**config.mk**
```make
export PLATFORM = sky130hd
export DESIGN_NAME = lpws_sequencer
export DESIGN_NICKNAME = d
export VERILOG_FILES = /design/src/core/lpws_pkg.sv /design/src/core/lpws_spi_slave.sv /design/src/core/lpws_sequencer.sv
export SDC_FILE = /design/constraint.sdc
export NUM_CORES = 1
export LEC_CHECK = 0
export BUFFER_PORTS_ARGS = -buffer_cell sky130_fd_sc_hd__buf_2
export CAP_MARGIN = 15
export CORE_UTILIZATION = 40
export CTS_BUF_LIST = sky130_fd_sc_hd__clkbuf_8
export CTS_CLUSTER_SIZE = 14
export DETAILED_ROUTE_END_ITERATION = 7
export PLACE_DENSITY_LB_ADDON = 0.15
export SETUP_SLACK_MARGIN = 0.05
export SYNTH_ARGS = -nofsm -noshare
export SYNTH_HDL_FRONTEND = slang
export SYNTH_SLANG_ARGS = --single-unit
```
**constraint.sdc**
```tcl
create_clock -name sys_clk -period 15.2 [get_ports sys_clk]
set_input_delay 3.04 -clock sys_clk [delete_from_list [all_inputs] [get_ports sys_clk]]
set_output_delay 3.04 -clock sys_clk [all_outputs]
set_load 0.02 [all_outputs]
```
**src/core/lpws_pkg.sv**
```systemverilog
package lpws_pkg;

  // ----------------------------------------
  // operating states
  // ----------------------------------------
  typedef enum logic [2:0] {
    st_init_reset,
    st_init,
    st_reset,
    st_normal_request,
    st_normal,
    st_sleep_cut,
    st_sleep_kept
  } lpws_mode_e;

  // ----------------------------------------
  // carriers
  // ----------------------------------------
  // stored configuration written by the chip's register file
  typedef struct packed {
    logic can_supply;       // transceiver supply regulator
    logic aux;              // auxiliary_regulator
    logic can;              // transceiver tx/rx
    logic lin;              // lin transceivers
    logic can_wake;         // bus wake detection in low power
    logic sense_en;         // cyclic contact sensing
    logic cyc_int_en;       // cyclic interrupt keep-alive
    logic int_sup_en;       // interrupt-response supervision
    logic [1:0] on_sel;     // sense_on_time select
  } lpws_cfg_s;

  // one io pin: high_side_switch and low_side_switch
  typedef struct packed {
    logic hs;
    logic ls;
  } lpws_drive_s;

  // ----------------------------------------
  // spi command bytes
  // ----------------------------------------
  localparam logic [7:0] CMD_CH_READ = 8'h1b;
  localparam logic [7:0] CMD_REFRESH = 8'h5a;
  localparam logic [7:0] CMD_PERIOD = 8'h56;
  localparam logic [7:0] CMD_INT_READ = 8'h1c;
  localparam logic [15:0] CMD_WAKE = 16'h5c10;
  localparam int FRAME_BITS = 16;

  // ----------------------------------------
  // timing
  // ----------------------------------------
  localparam int CLK_NS = 20;
  localparam int US_NS = 1000;
  localparam int TICK_CYC = US_NS / CLK_NS;
  localparam int ON_BASE_US = 200;
  localparam int DEGLITCH_US = 30;
  localparam int INT_PULSE_US = 100;
  localparam int RESET_US = 1000;
  localparam int US_PER_MS = 1000;
  localparam int SUP_PERIODS = 2;
  localparam int CNT_W = 20;
  localparam logic [7:0] CH_SEED = 8'h5b;
  localparam logic [3:0] PERIOD_RST = 4'he;

  // period select to microseconds
  function automatic logic [CNT_W-1:0] period_us(input logic [3:0] sel);
    int ms;
    case (sel)
      4'h0: ms = 3;
      4'h1: ms = 6;
      4'h2: ms = 10;
      4'h3: ms = 13;
      4'h4: ms = 16;
      4'h5: ms = 20;
      4'h6: ms = 24;
      4'h7: ms = 32;
      4'h8: ms = 48;
      4'h9: ms = 64;
      4'ha: ms = 96;
      4'hb: ms = 128;
      4'hc: ms = 192;
      4'hd: ms = 256;
      default: ms = 512;
    endcase
    return CNT_W'(ms * US_PER_MS);
  endfunction

endpackage

```
**src/core/lpws_spi_slave.sv**
```systemverilog
`timescale 1ns/1ps
`default_nettype none

// spi mode 0 slave, oversampled by the system clock
module lpws_spi_slave
  import lpws_pkg::*;
(
  // clock and reset
  input wire logic sys_clk,
  input wire logic srst_n,
  // pins
  input wire logic sclk,
  input wire logic cs_n,
  input wire logic mosi,
  output logic miso,
  output logic miso_oe,
  // user side
  input wire logic [FRAME_BITS-1:0] reply,
  output logic frame_valid,
  output logic [FRAME_BITS-1:0] frame
);

  // ----------------------------------------
  // pin synchronisers
  // ----------------------------------------
  logic [1:0] sclk_s; // first stage only feeds second
  logic [1:0] cs_s;
  logic [1:0] mosi_s;
  logic sclk_d; // previous synced clock, edge finder
  logic cs_d;
  logic [FRAME_BITS-1:0] rx; // receive shift
  logic [FRAME_BITS-1:0] tx; // transmit shift
  logic [4:0] nbit; // bits taken this frame

  always_ff @(posedge sys_clk or negedge srst_n)
  begin
    if (!srst_n)
    begin
      sclk_s <= '0;
      cs_s <= 2'b11;
      mosi_s <= '0;
      sclk_d <= 1'b0;
      cs_d <= 1'b1;
    end
    else
    begin
      sclk_s <= {sclk_s[0], sclk};
      cs_s <= {cs_s[0], cs_n};
      mosi_s <= {mosi_s[0], mosi};
      sclk_d <= sclk_s[1];
      cs_d <= cs_s[1];
    end
  end

  // ----------------------------------------
  // shifting
  // ----------------------------------------
  // reply loaded at select, so it is a snapshot of that moment
  always_ff @(posedge sys_clk or negedge srst_n)
  begin
    if (!srst_n)
    begin
      rx <= '0;
      tx <= '0;
      nbit <= '0;
      frame_valid <= 1'b0;
      frame <= '0;
      miso <= 1'b0;
      miso_oe <= 1'b0;
    end
    else
    begin
      frame_valid <= 1'b0;
      miso_oe <= !cs_s[1];
      if (cs_d && !cs_s[1])
      begin
        // select: load reply, msb first
        tx <= reply << 1;
        miso <= reply[FRAME_BITS-1];
        nbit <= '0;
      end
      else if (!cs_s[1] && sclk_s[1] && !sclk_d)
      begin
        rx <= {rx[FRAME_BITS-2:0], mosi_s[1]};
        nbit <= nbit + 5'd1;
      end
      else if (!cs_s[1] && !sclk_s[1] && sclk_d)
      begin
        miso <= tx[FRAME_BITS-1];
        tx <= tx << 1;
      end
      else if (!cs_d && cs_s[1])
      begin
        // frames of other length are dropped
        frame_valid <= (nbit == 5'(FRAME_BITS));
        frame <= rx;
      end
    end
  end

endmodule

`default_nettype wire

```
**src/core/lpws_sequencer.sv**
```systemverilog
`timescale 1ns/1ps
`default_nettype none

// Summary of operation
// - late interrupt access flagged after two periods
// - init reset: transceiver off, ground termination
// - debug entry turns transceiver supply on
// - high-side io outputs held in reset, init and normal request; cleared in init reset
// - low-side drive pin off in reset
// - low-side contact pin held through reset
// - sensing runs in both low-power states
// - dedicated timer for selected sense period
// - drive pin pulses for selected on-time
// - pulsed transistor follows pre-sleep pin state
// - any high contact during on-time wakes
// - contact level must outlast 30 us filter
// - periodic interrupt pulse in supply-kept sleep
// - missing ack: reset then normal request
// - ack is challenge read then inverted refresh
// - ack accepted anywhere within the period
// - no ack expected before first pulse
// - wake command ends cyclic interrupt operation
// - challenge changes each use, always readable
module lpws_sequencer
  import lpws_pkg::*;
#(
  parameter int TICK = TICK_CYC,
  parameter int RESET_TICKS = RESET_US
)
(
  // clock and reset
  input wire logic sys_clk,
  input wire logic rst_n,
  // mode requests from the main controller
  input wire lpws_mode_e mode_req,
  input wire logic mode_req_valid,
  // stored configuration
  input wire lpws_cfg_s cfg,
  input wire logic cfg_load,
  input wire lpws_drive_s drive_cfg0,
  input wire lpws_drive_s drive_cfg1,
  // pins
  input wire logic debug_select_pin,
  input wire logic [2:0] contact_in,
  // interrupt supervision events
  input wire logic int_event,
  input wire logic wd_period_tick,
  // spi
  input wire logic spi_sclk,
  input wire logic spi_cs_n,
  input wire logic spi_mosi,
  output logic spi_miso,
  output logic spi_miso_oe,
  // state and enables
  output lpws_mode_e mode,
  output logic rst_req,
  output logic vdd_en,
  output logic can_supply_en,
  output logic aux_en,
  output logic can_tx_en,
  output logic can_rx_en,
  output logic can_wake_en,
  output logic can_term_gnd,
  output logic lin_en,
  output lpws_drive_s io0_drv,
  output lpws_drive_s io1_drv,
  // events
  output logic cyc_int_n,
  output logic sense_wake,
  output logic int_resp_late
);

  // ----------------------------------------
  // reset release and pin sync
  // ----------------------------------------
  logic [1:0] rst_q; // release chain
  logic srst_n;
  logic [1:0] dbg_s; // debug pin sync
  logic [5:0] cont_s; // two stages of three contacts
  logic [2:0] cont; // contacts, synced

  always_ff @(posedge sys_clk or negedge rst_n)
  begin
    if (!rst_n)
      rst_q <= '0;
    else
      rst_q <= {rst_q[0], 1'b1};
  end
  assign srst_n = rst_q[1];

  always_ff @(posedge sys_clk or negedge srst_n)
  begin
    if (!srst_n)
    begin
      dbg_s <= '0;
      cont_s <= '0;
    end
    else
    begin
      dbg_s <= {dbg_s[0], debug_select_pin};
      cont_s <= {cont_s[2:0], contact_in};
    end
  end
  assign cont = cont_s[5:3];

  // ----------------------------------------
  // microsecond tick divider
  // ----------------------------------------
  logic [7:0] div; // cycles into current microsecond
  logic us; // one-cycle enable

  always_ff @(posedge sys_clk or negedge srst_n)
  begin
    if (!srst_n)
    begin
      div <= '0;
      us <= 1'b0;
    end
    else
    begin
      us <= (div == 8'(TICK - 1));
      div <= (div == 8'(TICK - 1)) ? '0 : div + 8'd1;
    end
  end

  // ----------------------------------------
  // spi port and command decode
  // ----------------------------------------
  logic fv; // frame strobe
  logic [15:0] fr; // received frame
  logic [7:0] challenge; // current challenge_byte
  logic cmd_wake;
  logic cmd_ref;

  lpws_spi_slave u_spi (
    .sys_clk(sys_clk),
    .srst_n(srst_n),
    .sclk(spi_sclk),
    .cs_n(spi_cs_n),
    .mosi(spi_mosi),
    .miso(spi_miso),
    .miso_oe(spi_miso_oe),
    .reply({5'h00, mode, challenge}),
    .frame_valid(fv),
    .frame(fr)
  );
  assign cmd_wake = fv && (fr == CMD_WAKE);
  assign cmd_ref = fv && (fr[15:8] == CMD_REFRESH);

  // ----------------------------------------
  // configuration store
  // ----------------------------------------
  lpws_mode_e st; // operating state
  lpws_cfg_s cq; // stored configuration
  logic [3:0] per_sel; // period select, shared timer selection
  lpws_drive_s held0; // pin states at last normal
  lpws_drive_s held1;

  // supply flag may also be set by debug entry at power-up
  always_ff @(posedge sys_clk or negedge srst_n)
  begin
    if (!srst_n)
    begin
      cq <= '0;
      per_sel <= PERIOD_RST;
    end
    else
    begin
      if (cfg_load)
        cq <= cfg;
      else if (st == st_init_reset && mode_req_valid && dbg_s[1])
        cq.can_supply <= 1'b1;
      if (fv && fr[15:8] == CMD_PERIOD && st == st_normal)
        per_sel <= fr[3:0];
    end
  end

  always_ff @(posedge sys_clk or negedge srst_n)
  begin
    if (!srst_n)
    begin
      held0 <= '0;
      held1 <= '0;
    end
    else if (st == st_normal)
    begin
      held0 <= drive_cfg0;
      held1 <= drive_cfg1;
    end
  end

  // ----------------------------------------
  // cyclic sense engine
  // ----------------------------------------
  logic sense_run; // sensing allowed now
  logic sense_on; // drive pin pulsing
  logic [CNT_W-1:0] s_cnt; // period timer, us
  logic [CNT_W-1:0] on_cnt; // on-time timer, us
  logic [5:0] glitch; // us of continuous high contact
  logic wake_det;
  logic [CNT_W-1:0] on_len;

  assign sense_run = (st == st_sleep_cut || st == st_sleep_kept) && cq.sense_en;
  assign on_len = CNT_W'(ON_BASE_US) << cq.on_sel;

  always_ff @(posedge sys_clk or negedge srst_n)
  begin
    if (!srst_n)
    begin
      s_cnt <= '0;
      on_cnt <= '0;
      sense_on <= 1'b0;
    end
    else if (!sense_run)
    begin
      s_cnt <= '0;
      on_cnt <= '0;
      sense_on <= 1'b0;
    end
    else if (us && !sense_on)
    begin
      // period end starts the pulse
      if (s_cnt >= period_us(per_sel) - CNT_W'(1))
      begin
        sense_on <= 1'b1;
        on_cnt <= '0;
      end
      else
        s_cnt <= s_cnt + CNT_W'(1);
    end
    else if (us)
    begin
      if (on_cnt >= on_len - CNT_W'(1))
      begin
        sense_on <= 1'b0;
        s_cnt <= '0;
      end
      else
        on_cnt <= on_cnt + CNT_W'(1);
    end
  end

  // filter: level must last beyond the deglitch time
  always_ff @(posedge sys_clk or negedge srst_n)
  begin
    if (!srst_n)
    begin
      glitch <= '0;
      wake_det <= 1'b0;
    end
    else
    begin
      wake_det <= 1'b0;
      if (!sense_on || cont == 3'b000)
        glitch <= '0;
      else if (us)
      begin
        if (glitch == 6'(DEGLITCH_US))
          wake_det <= 1'b1;
        else
          glitch <= glitch + 6'd1;
      end
    end
  end

  // ----------------------------------------
  // cyclic interrupt and acknowledge
  // ----------------------------------------
  logic cyc_run;
  logic [CNT_W-1:0] c_cnt; // period timer, us
  logic [6:0] p_cnt; // pulse width, us
  logic armed; // first pulse seen
  logic ch_read; // challenge fetched this period
  logic acked; // correct refresh this period
  logic ack_fail;

  assign cyc_run = (st == st_sleep_kept) && cq.cyc_int_en;

  function automatic logic [7:0] lfsr_step(input logic [7:0] v);
    return {v[6:0], v[7] ^ v[5] ^ v[4] ^ v[3]};
  endfunction

  // refresh checked at any time of the period, no window
  always_ff @(posedge sys_clk or negedge srst_n)
  begin
    if (!srst_n)
    begin
      c_cnt <= '0;
      p_cnt <= '0;
      cyc_int_n <= 1'b1;
      armed <= 1'b0;
      ch_read <= 1'b0;
      acked <= 1'b0;
      ack_fail <= 1'b0;
      challenge <= CH_SEED;
    end
    else
    begin
      ack_fail <= 1'b0;
      if (!cyc_run)
      begin
        c_cnt <= '0;
        cyc_int_n <= 1'b1;
        armed <= 1'b0;
        ch_read <= 1'b0;
        acked <= 1'b0;
      end
      else
      begin
        if (us && c_cnt >= period_us(per_sel) - CNT_W'(1))
        begin
          c_cnt <= '0;
          cyc_int_n <= 1'b0;
          p_cnt <= '0;
          armed <= 1'b1;
          acked <= 1'b0;
          ch_read <= 1'b0;
          ack_fail <= armed && !acked;
        end
        else if (us)
          c_cnt <= c_cnt + CNT_W'(1);
        if (us && !cyc_int_n)
        begin
          p_cnt <= p_cnt + 7'd1;
          if (p_cnt == 7'(INT_PULSE_US - 1))
            cyc_int_n <= 1'b1;
        end
        if (fv && fr[15:8] == CMD_CH_READ && armed)
          ch_read <= 1'b1;
        if (cmd_ref && armed)
        begin
          if (ch_read && fr[7:0] == ~challenge)
            acked <= 1'b1;
          else
            ack_fail <= 1'b1;
          challenge <= lfsr_step(challenge);
        end
      end
    end
  end

  // ----------------------------------------
  // interrupt-response supervision
  // ----------------------------------------
  logic int_pend; // interrupt not yet read
  logic [1:0] sup_cnt; // watchdog periods waited

  // a new event in the read cycle wins over the clear
  always_ff @(posedge sys_clk or negedge srst_n)
  begin
    if (!srst_n)
    begin
      int_pend <= 1'b0;
      sup_cnt <= '0;
      int_resp_late <= 1'b0;
    end
    else if (int_event && cq.int_sup_en)
    begin
      int_pend <= 1'b1;
      sup_cnt <= '0;
    end
    else if (fv && fr[15:8] == CMD_INT_READ)
    begin
      int_pend <= 1'b0;
      int_resp_late <= 1'b0;
    end
    else if (int_pend && wd_period_tick)
    begin
      sup_cnt <= sup_cnt + 2'd1;
      if (sup_cnt == 2'(SUP_PERIODS - 1))
        int_resp_late <= 1'b1;
    end
  end

  // ----------------------------------------
  // operating state
  // ----------------------------------------
  logic [CNT_W-1:0] r_cnt; // reset length, us

  always_ff @(posedge sys_clk or negedge srst_n)
  begin
    if (!srst_n)
    begin
      st <= st_init_reset;
      r_cnt <= '0;
    end
    else if (ack_fail)
    begin
      st <= st_reset;
      r_cnt <= '0;
    end
    else if (mode_req_valid)
      st <= mode_req;
    else
    begin
      unique case (st)
        st_reset:
        begin
          if (us)
            r_cnt <= r_cnt + CNT_W'(1);
          if (r_cnt == CNT_W'(RESET_TICKS))
            st <= st_normal_request;
        end
        st_sleep_cut:
          if (wake_det)
          begin
            st <= st_reset;
            r_cnt <= '0;
          end
        st_sleep_kept:
          if (cmd_wake || wake_det)
            st <= st_normal_request;
        st_init_reset, st_init, st_normal_request, st_normal:
          r_cnt <= '0;
      endcase
    end
  end

  // ----------------------------------------
  // output enables per state
  // ----------------------------------------
  logic in_hold; // reset, init or normal request
  assign in_hold = (st == st_reset || st == st_init || st == st_normal_request);

  always_ff @(posedge sys_clk or negedge srst_n)
  begin
    if (!srst_n)
    begin
      mode <= st_init_reset;
      rst_req <= 1'b0;
      vdd_en <= 1'b0;
      can_supply_en <= 1'b0;
      aux_en <= 1'b0;
      can_tx_en <= 1'b0;
      can_rx_en <= 1'b0;
      can_wake_en <= 1'b0;
      can_term_gnd <= 1'b0;
      lin_en <= 1'b0;
      io0_drv <= '0;
      io1_drv <= '0;
      sense_wake <= 1'b0;
    end
    else
    begin
      mode <= st;
      rst_req <= (st == st_reset);
      sense_wake <= wake_det;
      vdd_en <= (st != st_sleep_cut);
      can_supply_en <= cq.can_supply && (in_hold || st == st_normal);
      aux_en <= (st == st_normal) && cq.aux;
      can_tx_en <= (st == st_normal) && cq.can;
      can_rx_en <= (st == st_normal) && cq.can;
      can_wake_en <= (st == st_sleep_cut || st == st_sleep_kept) && cq.can_wake;
      can_term_gnd <= (st == st_init_reset);
      lin_en <= (st == st_normal) && cq.lin;
      if (st == st_normal)
      begin
        io0_drv <= drive_cfg0;
        io1_drv <= drive_cfg1;
      end
      else if (in_hold)
      begin
        io0_drv <= '{hs: held0.hs, ls: 1'b0};
        io1_drv <= held1;
      end
      else if (sense_run)
      begin
        io0_drv <= sense_on ? held0 : '0;
        io1_drv <= held1;
      end
      else if (st == st_init_reset)
      begin
        io0_drv <= '0;
        io1_drv <= '0;
      end
      else
      begin
        io0_drv <= held0;
        io1_drv <= held1;
      end
    end
  end
endmodule

`default_nettype wire

```
==> results.ini, run 1 <==
[logic_synthesis]
yosys.area.top_type=dfrtp_1
netlist.area_leader.share=0.395
yosysSeqAreaShare=0.418
synth_common_cells=dfrtp_1, nand2_1, ha_1
synth_seq_cells=231
synth_edf_count=0
post-synth-top-count-cell=dfrtp_1
ys.flop_type=dfrtp_1
syn_inst=1390
syn_area_mm2=0.0139
synthTopCellsByArea=dfrtp_1, ha_1, mux2_2, fa_1, nand2_1
yosys_warnings=0
postSynthAreaPerCell_um2=9.97
async_flop_share=1.00
synth_cell_types=76

[global_route]
grt_overflow=0
grt_pass1_vias=10300
grt_pass1_wl_mm=50.9
track_usage=0.174
grt_max_degree=74
antenna_found_initial=1

[drt]
drt-initial-drc-count=520
drc=0
wl_per_cell_um=15.5
via_per_inst=5.23
ant_nets=0
firstDrtPassIters=5
routed-via-count=10200
wirelength_mm=30.1

[timing]
finalCritPeriodShare=0.568
tightest_slew_ps=1000
finalSetupViolations=0
hold_viol=0
period_needed_ps=8630
fmax_ghz=0.116
rsz0062_at_grt=no
report.final.slew_viol_count=0
slew_headroom=0.332
skew_ps=34.4
setup_tns_ps=0

[floorplanning]
row_count=67
pin_count=51
die_y_um=188
dieArea_mm2=0.0354
die_x_um=188
design.core.area_mm2=0.0338
start_util=0.410

[worst_setup_path]
critical_path_class=register to register
arrival_ps=9020
r2r_cells=30
crit_path_frequent_cell=inv_1
rr_startpoint=per_sel[0]
r2r_setup_slack_ps=6570
cp_max_fo=20
cp_slowest_cell=a21oi_2
reg2reg_to=s_cnt[7]
cp-start-kind=register
cp.required_ps=15600
endpoint_kind=register
slowest_delay_ps=770

[finish]
drive_above_1_share=0.144
diodes=0
area_growth_pct=11.6
layout.nets=1628
fill_cells=3210

[power_and_ir_drop]
total_power_mw=1.36
power_density_mw_per_mm2=88.0
ir_drop_v=0.0000760
p_leak_nw=7.45

[cts]
cts_hold_buf=0
cts_tree=done
clockBufferDepth=3
cts_root_buffer=clkbuf_8
cts_sinks=231
insertion_delay_ps=540
post_cts_resized=0
cts_max_level=2
numCtsBuffers=41
clkSlewWorstSetupHoldPaths_ps=60
cts_setup_buffers=0

[placed_design]
place.gp.congestion=0.817
dp_hpwl_mm=21.7
port_buffers=50

[job]
maxCapViolCount=0

[run_status]
status=finished, final reports clean

[hold_path]
min_path_type=register to async pin

==> per-layer routing <==
metal,up-vias,routed length (um),global-route usage
met5,-,10,0
met4,2,585,0.0507
li1,5063,-,-
met3,42,1150,0.0279
met2,165,13800,0.282
met1,4902,14600,0.238
==> cell usage in the layout (no fill, tap or decap), types with 39 or more instances in the layout <==
master	count
clkbuf_8	52
ha_1	109
a21oi_1	57
buf_2	50
and3_1	39
nor2_1	106
xor2_1	48
dfrtp_1	218
mux2_2	54
o21ai_0	69
inv_1	112
nand2_1	128
==> state kept, by name, indices dropped and copies added (netlist names), 3 cells and up <==
signal       count
p_cnt            7
u_spi.tx        15
challenge        8
glitch           6
u_spi.rx        16
cq              10
u_spi.nbit       5
u_spi.frame     16
on_cnt          20
r_cnt           20
st               3
s_cnt           20
per_sel          4
div              8
mode             3
cont_s           6
c_cnt           20
==> cells by family (layout without fill, tap and decap cells) <==
kind of cell	after synthesis	count (layout)	synth area share
XOR/XNOR	84	84	0.0536
multiplexers	72	72	0.0569
buffers and inverters	139	238	0.0402
AND/OR/NAND/NOR	463	463	0.169
other	1	8	0.000271
AO/OA/AOI/OAI	262	262	0.124
flip-flops	231	231	0.418
adder cells (fa/ha/maj)	138	138	0.138
==> worst max path at each step <==
stage	to	from	slack, ps	depth (start not counted)
floorplan	acked	per_sel[0]	7820	33
global placement	s_cnt[8]	per_sel[0]	6730	30
detailed placement	s_cnt[6]	per_sel[0]	6630	30
CTS	s_cnt[7]	per_sel[0]	6600	30
global route	s_cnt[6]	per_sel[0]	5810	30
finish	s_cnt[7]	per_sel[0]	6570	30
==> worst max-delay path, delay by kind of cell, from the launching register on <==
family	cells	cell delay [ps]
AND/OR/NAND/NOR	3	340
adder cells (fa/ha/maj)	8	3050
AO/OA/AOI/OAI	11	3780
flip-flops	1	450
buffers and inverters	5	310
XOR/XNOR	3	540
==> layout make-up <==
class / instances / area [um^2] / share of cell area
clock buffer: 52 / 716 / 0.0463
clock inverter: 23 / 129 / 0.00833
inverter: 98 / 368 / 0.0238
multi-input combinational: 1027 / 7530 / 0.487
sequential: 231 / 5800 / 0.375
tap: 448 / 561 / 0.0362
timing repair buffer: 65 / 363 / 0.0235
==> stage by stage <==
stage	area, um^2	hold slack [ps]	cells	setup slack (ps)	utilization
final	15500	314	1944	6570	0.458
after global routing	15500	352	1944	5810	0.458
after CTS	15500	344	1944	6600	0.458
after detailed placement	14600	335	1869	6630	0.433
after global placement	14600	332	1869	6730	0.433
after floorplan	13900	331	1397	7820	-
==> report_power, final <==
group | leakage, nW | internal, mW | switching (mW)
sequential | 3.01 | 0.648 | 0.0281
clock | 0.491 | 0.326 | 0.258
combinational | 3.95 | 0.0410 | 0.0600
Power figures use the tool's default switching activity.
==> inputs of run 2 (changes only) <==
==> constraint.sdc (replaced) <==
create_clock -name sys_clk -period 7.8 [get_ports sys_clk]
set_input_delay 1.56 -clock sys_clk [delete_from_list [all_inputs] [get_ports sys_clk]]
set_output_delay 1.56 -clock sys_clk [all_outputs]
set_load 0.02 [all_outputs]
==> run 2 against run 1 <==
Sequential power rose by 95%. Non-clock buffer count is 23 higher. Combinational power rose by 92%. Hold slack improved by 31 ps. Routed wire length decreased by 0.55%. Cell area up 3.4%. Via count grew 0.71%. Maximum frequency increased by 15%. Global-route usage is essentially flat. Critical path depth unchanged. Flip-flop and latch count did not move. First-iteration DRC count is 13% higher.
==> results.ini, run 2 (same netlist as run 1, synthesis figures left out) <==
[placed_design]
port_buffers=50  ; unchanged
dp_hpwl_mm=21.2  ; -2.2%
place.gp.congestion=0.839  ; +2.7%
place_ws_ps=-41.4  ; -6680 ps

[power_and_ir_drop]
p_switching_mw=0.681  ; +97%
pwr-share-seq=0.485  ; -0.012
power_density_mw_per_mm2=170  ; +93%
internal-power_mw=2.04  ; +100%
clkPwrFrac=0.444  ; +0.015
p_comb_frac=0.071  ; -0.003
p_sw_frac=0.250  ; -0.00409
p_leak_nw=7.66  ; +2.8%
ir_drop_v=0.000155  ; +100%

[global_route]
track_usage=0.173  ; -0.000364
grt_overflow=0  ; unchanged
grt_pass1_vias=10200  ; -0.44%
antenna_found_initial=1  ; unchanged
grt_max_degree=164  ; +120%
grt_pass1_wl_mm=50.7  ; -0.43%

[floorplanning]
start_util=0.410  ; unchanged
dieArea_mm2=0.0354  ; unchanged
die_x_um=188  ; unchanged
die_y_um=188  ; unchanged
pin_count=51  ; unchanged
row_count=67  ; unchanged
design.core.area_mm2=0.0338  ; unchanged

[cts]
numCtsBuffers=41  ; unchanged
cts_root_buffer=clkbuf_8
cts_tree=done
cts_sinks=231  ; unchanged
clkSlewWorstSetupHoldPaths_ps=70  ; about the same
clockBufferDepth=3  ; unchanged
cts_max_level=2  ; unchanged
insertion_delay_ps=570  ; +30 ps

[timing]
tightest_slew_ps=1170  ; +172 ps
finalSetupViolations=0  ; unchanged
rsz0062_at_grt=yes
fin_ws_ps=298  ; -6270 ps
report.final.slew_viol_count=0  ; unchanged
fmax_ghz=0.133  ; +15%
hold_viol=0  ; unchanged
finalCritPeriodShare=0.962  ; +0.394
period_needed_ps=7500  ; -1130 ps
slew_headroom=0.217  ; -0.115
holdWs_ps=345  ; +31.3 ps
skew_ps=30.9  ; -3.52 ps

[worst_setup_path]
r2r_setup_slack_ps=300  ; -6270 ps
slowest_delay_ps=540  ; -230 ps
endpoint_kind=register
cp-start-kind=register
r2r_cells=30  ; unchanged
endpoint=s_cnt[18]
cp.required_ps=8270  ; -7330 ps
startpoint=per_sel[1]
reg2reg_to=s_cnt[18]
cp_max_fo=8  ; -60%
rr_startpoint=per_sel[1]
arrival_ps=7970  ; -1050 ps
crit_path_frequent_cell=inv_1
critical_path_class=register to register
cp_slowest_cell=fa_1

[job]
maxCapViolCount=0  ; unchanged

[drt]
via_per_inst=5.21  ; -0.47%
firstDrtPassIters=4  ; -1
drc=0  ; unchanged
drt-initial-drc-count=588  ; +13%
wl_per_cell_um=15.2  ; -1.7%
routed-via-count=10200  ; +0.71%
wirelength_mm=30.0  ; -0.55%
ant_nets=0  ; unchanged

[finish]
layout_common_cells=dfrtp_1, nand2_1, inv_1, ha_1, nor2_1
drive_above_1_share=0.185  ; +0.0406
layout.nets=1651  ; +1.4%
area_growth_pct=15.4
final_common_cell=dfrtp_1
diodes=0  ; unchanged

[hold_path]
min_path_type=register to register

[run_status]
status=finished, final reports clean

[run 2: cell count changes in the layout (fill, tap and decap cells not counted), moves of 3 or more]
| cell | change |
|---|---|
| o21ai_0 | -5 |
| xnor2_2 | +6 |
| inv_1 | -5 |
| nor2_1 | -3 |
| nor2_2 | +3 |
| o21ai_2 | +3 |
| xnor2_1 | -6 |
| clkbuf_8 | +6 |
| ha_4 | +3 |
| buf_4 | +19 |
| a21oi_1 | -4 |
| ha_1 | -4 |
[run 2: worst min path at each step]
stage               depth (start not counted)               to  slack [ps]             from
floorplan                                   0        cont_s[3]         330        cont_s[0]
global placement                            0        cont_s[5]         330        cont_s[2]
detailed placement                          0  u_spi.sclk_s[1]         340  u_spi.sclk_s[0]
CTS                                         0        cont_s[5]         350        cont_s[2]
global route                                0        cont_s[3]         350        cont_s[0]
finish                                      0        cont_s[5]         350        cont_s[2]
[run 2: worst max-delay path, delay by kind of cell (launching register included)]
| kind | cells | cell delay (ps) |
|---|---|---|
| adder cells (fa/ha/maj) | 7 | 2860 |
| AO/OA/AOI/OAI | 9 | 1660 |
| AND/OR/NAND/NOR | 5 | 1470 |
| buffers and inverters | 8 | 660 |
| flip-flops | 1 | 530 |
| XOR/XNOR | 1 | 210 |
[run 2: per-layer routing]
metal	track usage	vias to the layer above	share of wire
met2	0.273	149	0.45
met4	0.0510	2	0.017
met5	0	-	0.00033
met3	0.0313	41	0.037
met1	0.242	4959	0.49
li1	-	5095	-
[run 2: cell type report]
class / instances / area, um^2
fill: 3201 / 17800
multi-input combinational: 1027 / 7790
sequential: 231 / 5800
clock buffer: 58 / 798
timing repair buffer: 88 / 572
tap: 448 / 561
inverter: 98 / 368
clock inverter: 17 / 109
[run 2: power groups by stage]
stage / clock network, mW / logic (mW) / registers (mW)
floorplan: 0 / 0.119 / 1.35
global placement: 0 / 0.194 / 1.34
detailed placement: 0 / 0.196 / 1.34
CTS: 1.25 / 0.198 / 1.32
global route: 1.30 / 0.221 / 1.33
finish: 1.21 / 0.194 / 1.32
[run 2: metrics by stage]
step                utilization  cells  area (um^2)  total power, mW  setup TNS [ps]
floorplan                     -   1397        13900             1.46               0
global placement          0.437   1885        14800             1.53           -9.43
detailed placement        0.437   1885        14800             1.54           -70.1
CTS                       0.465   1963        15700             2.77               0
global route              0.474   1967        16000             2.85           -19.4
finish                    0.474   1967        16000             2.72               0
[run 2: what timing repair did]
action                     in CTS  in global routing
pin swaps                       2                 20
hold buffers                    0                  0
setup endpoints to repair      18                 73
resized for setup               4                 49
buffers inserted                3                  4
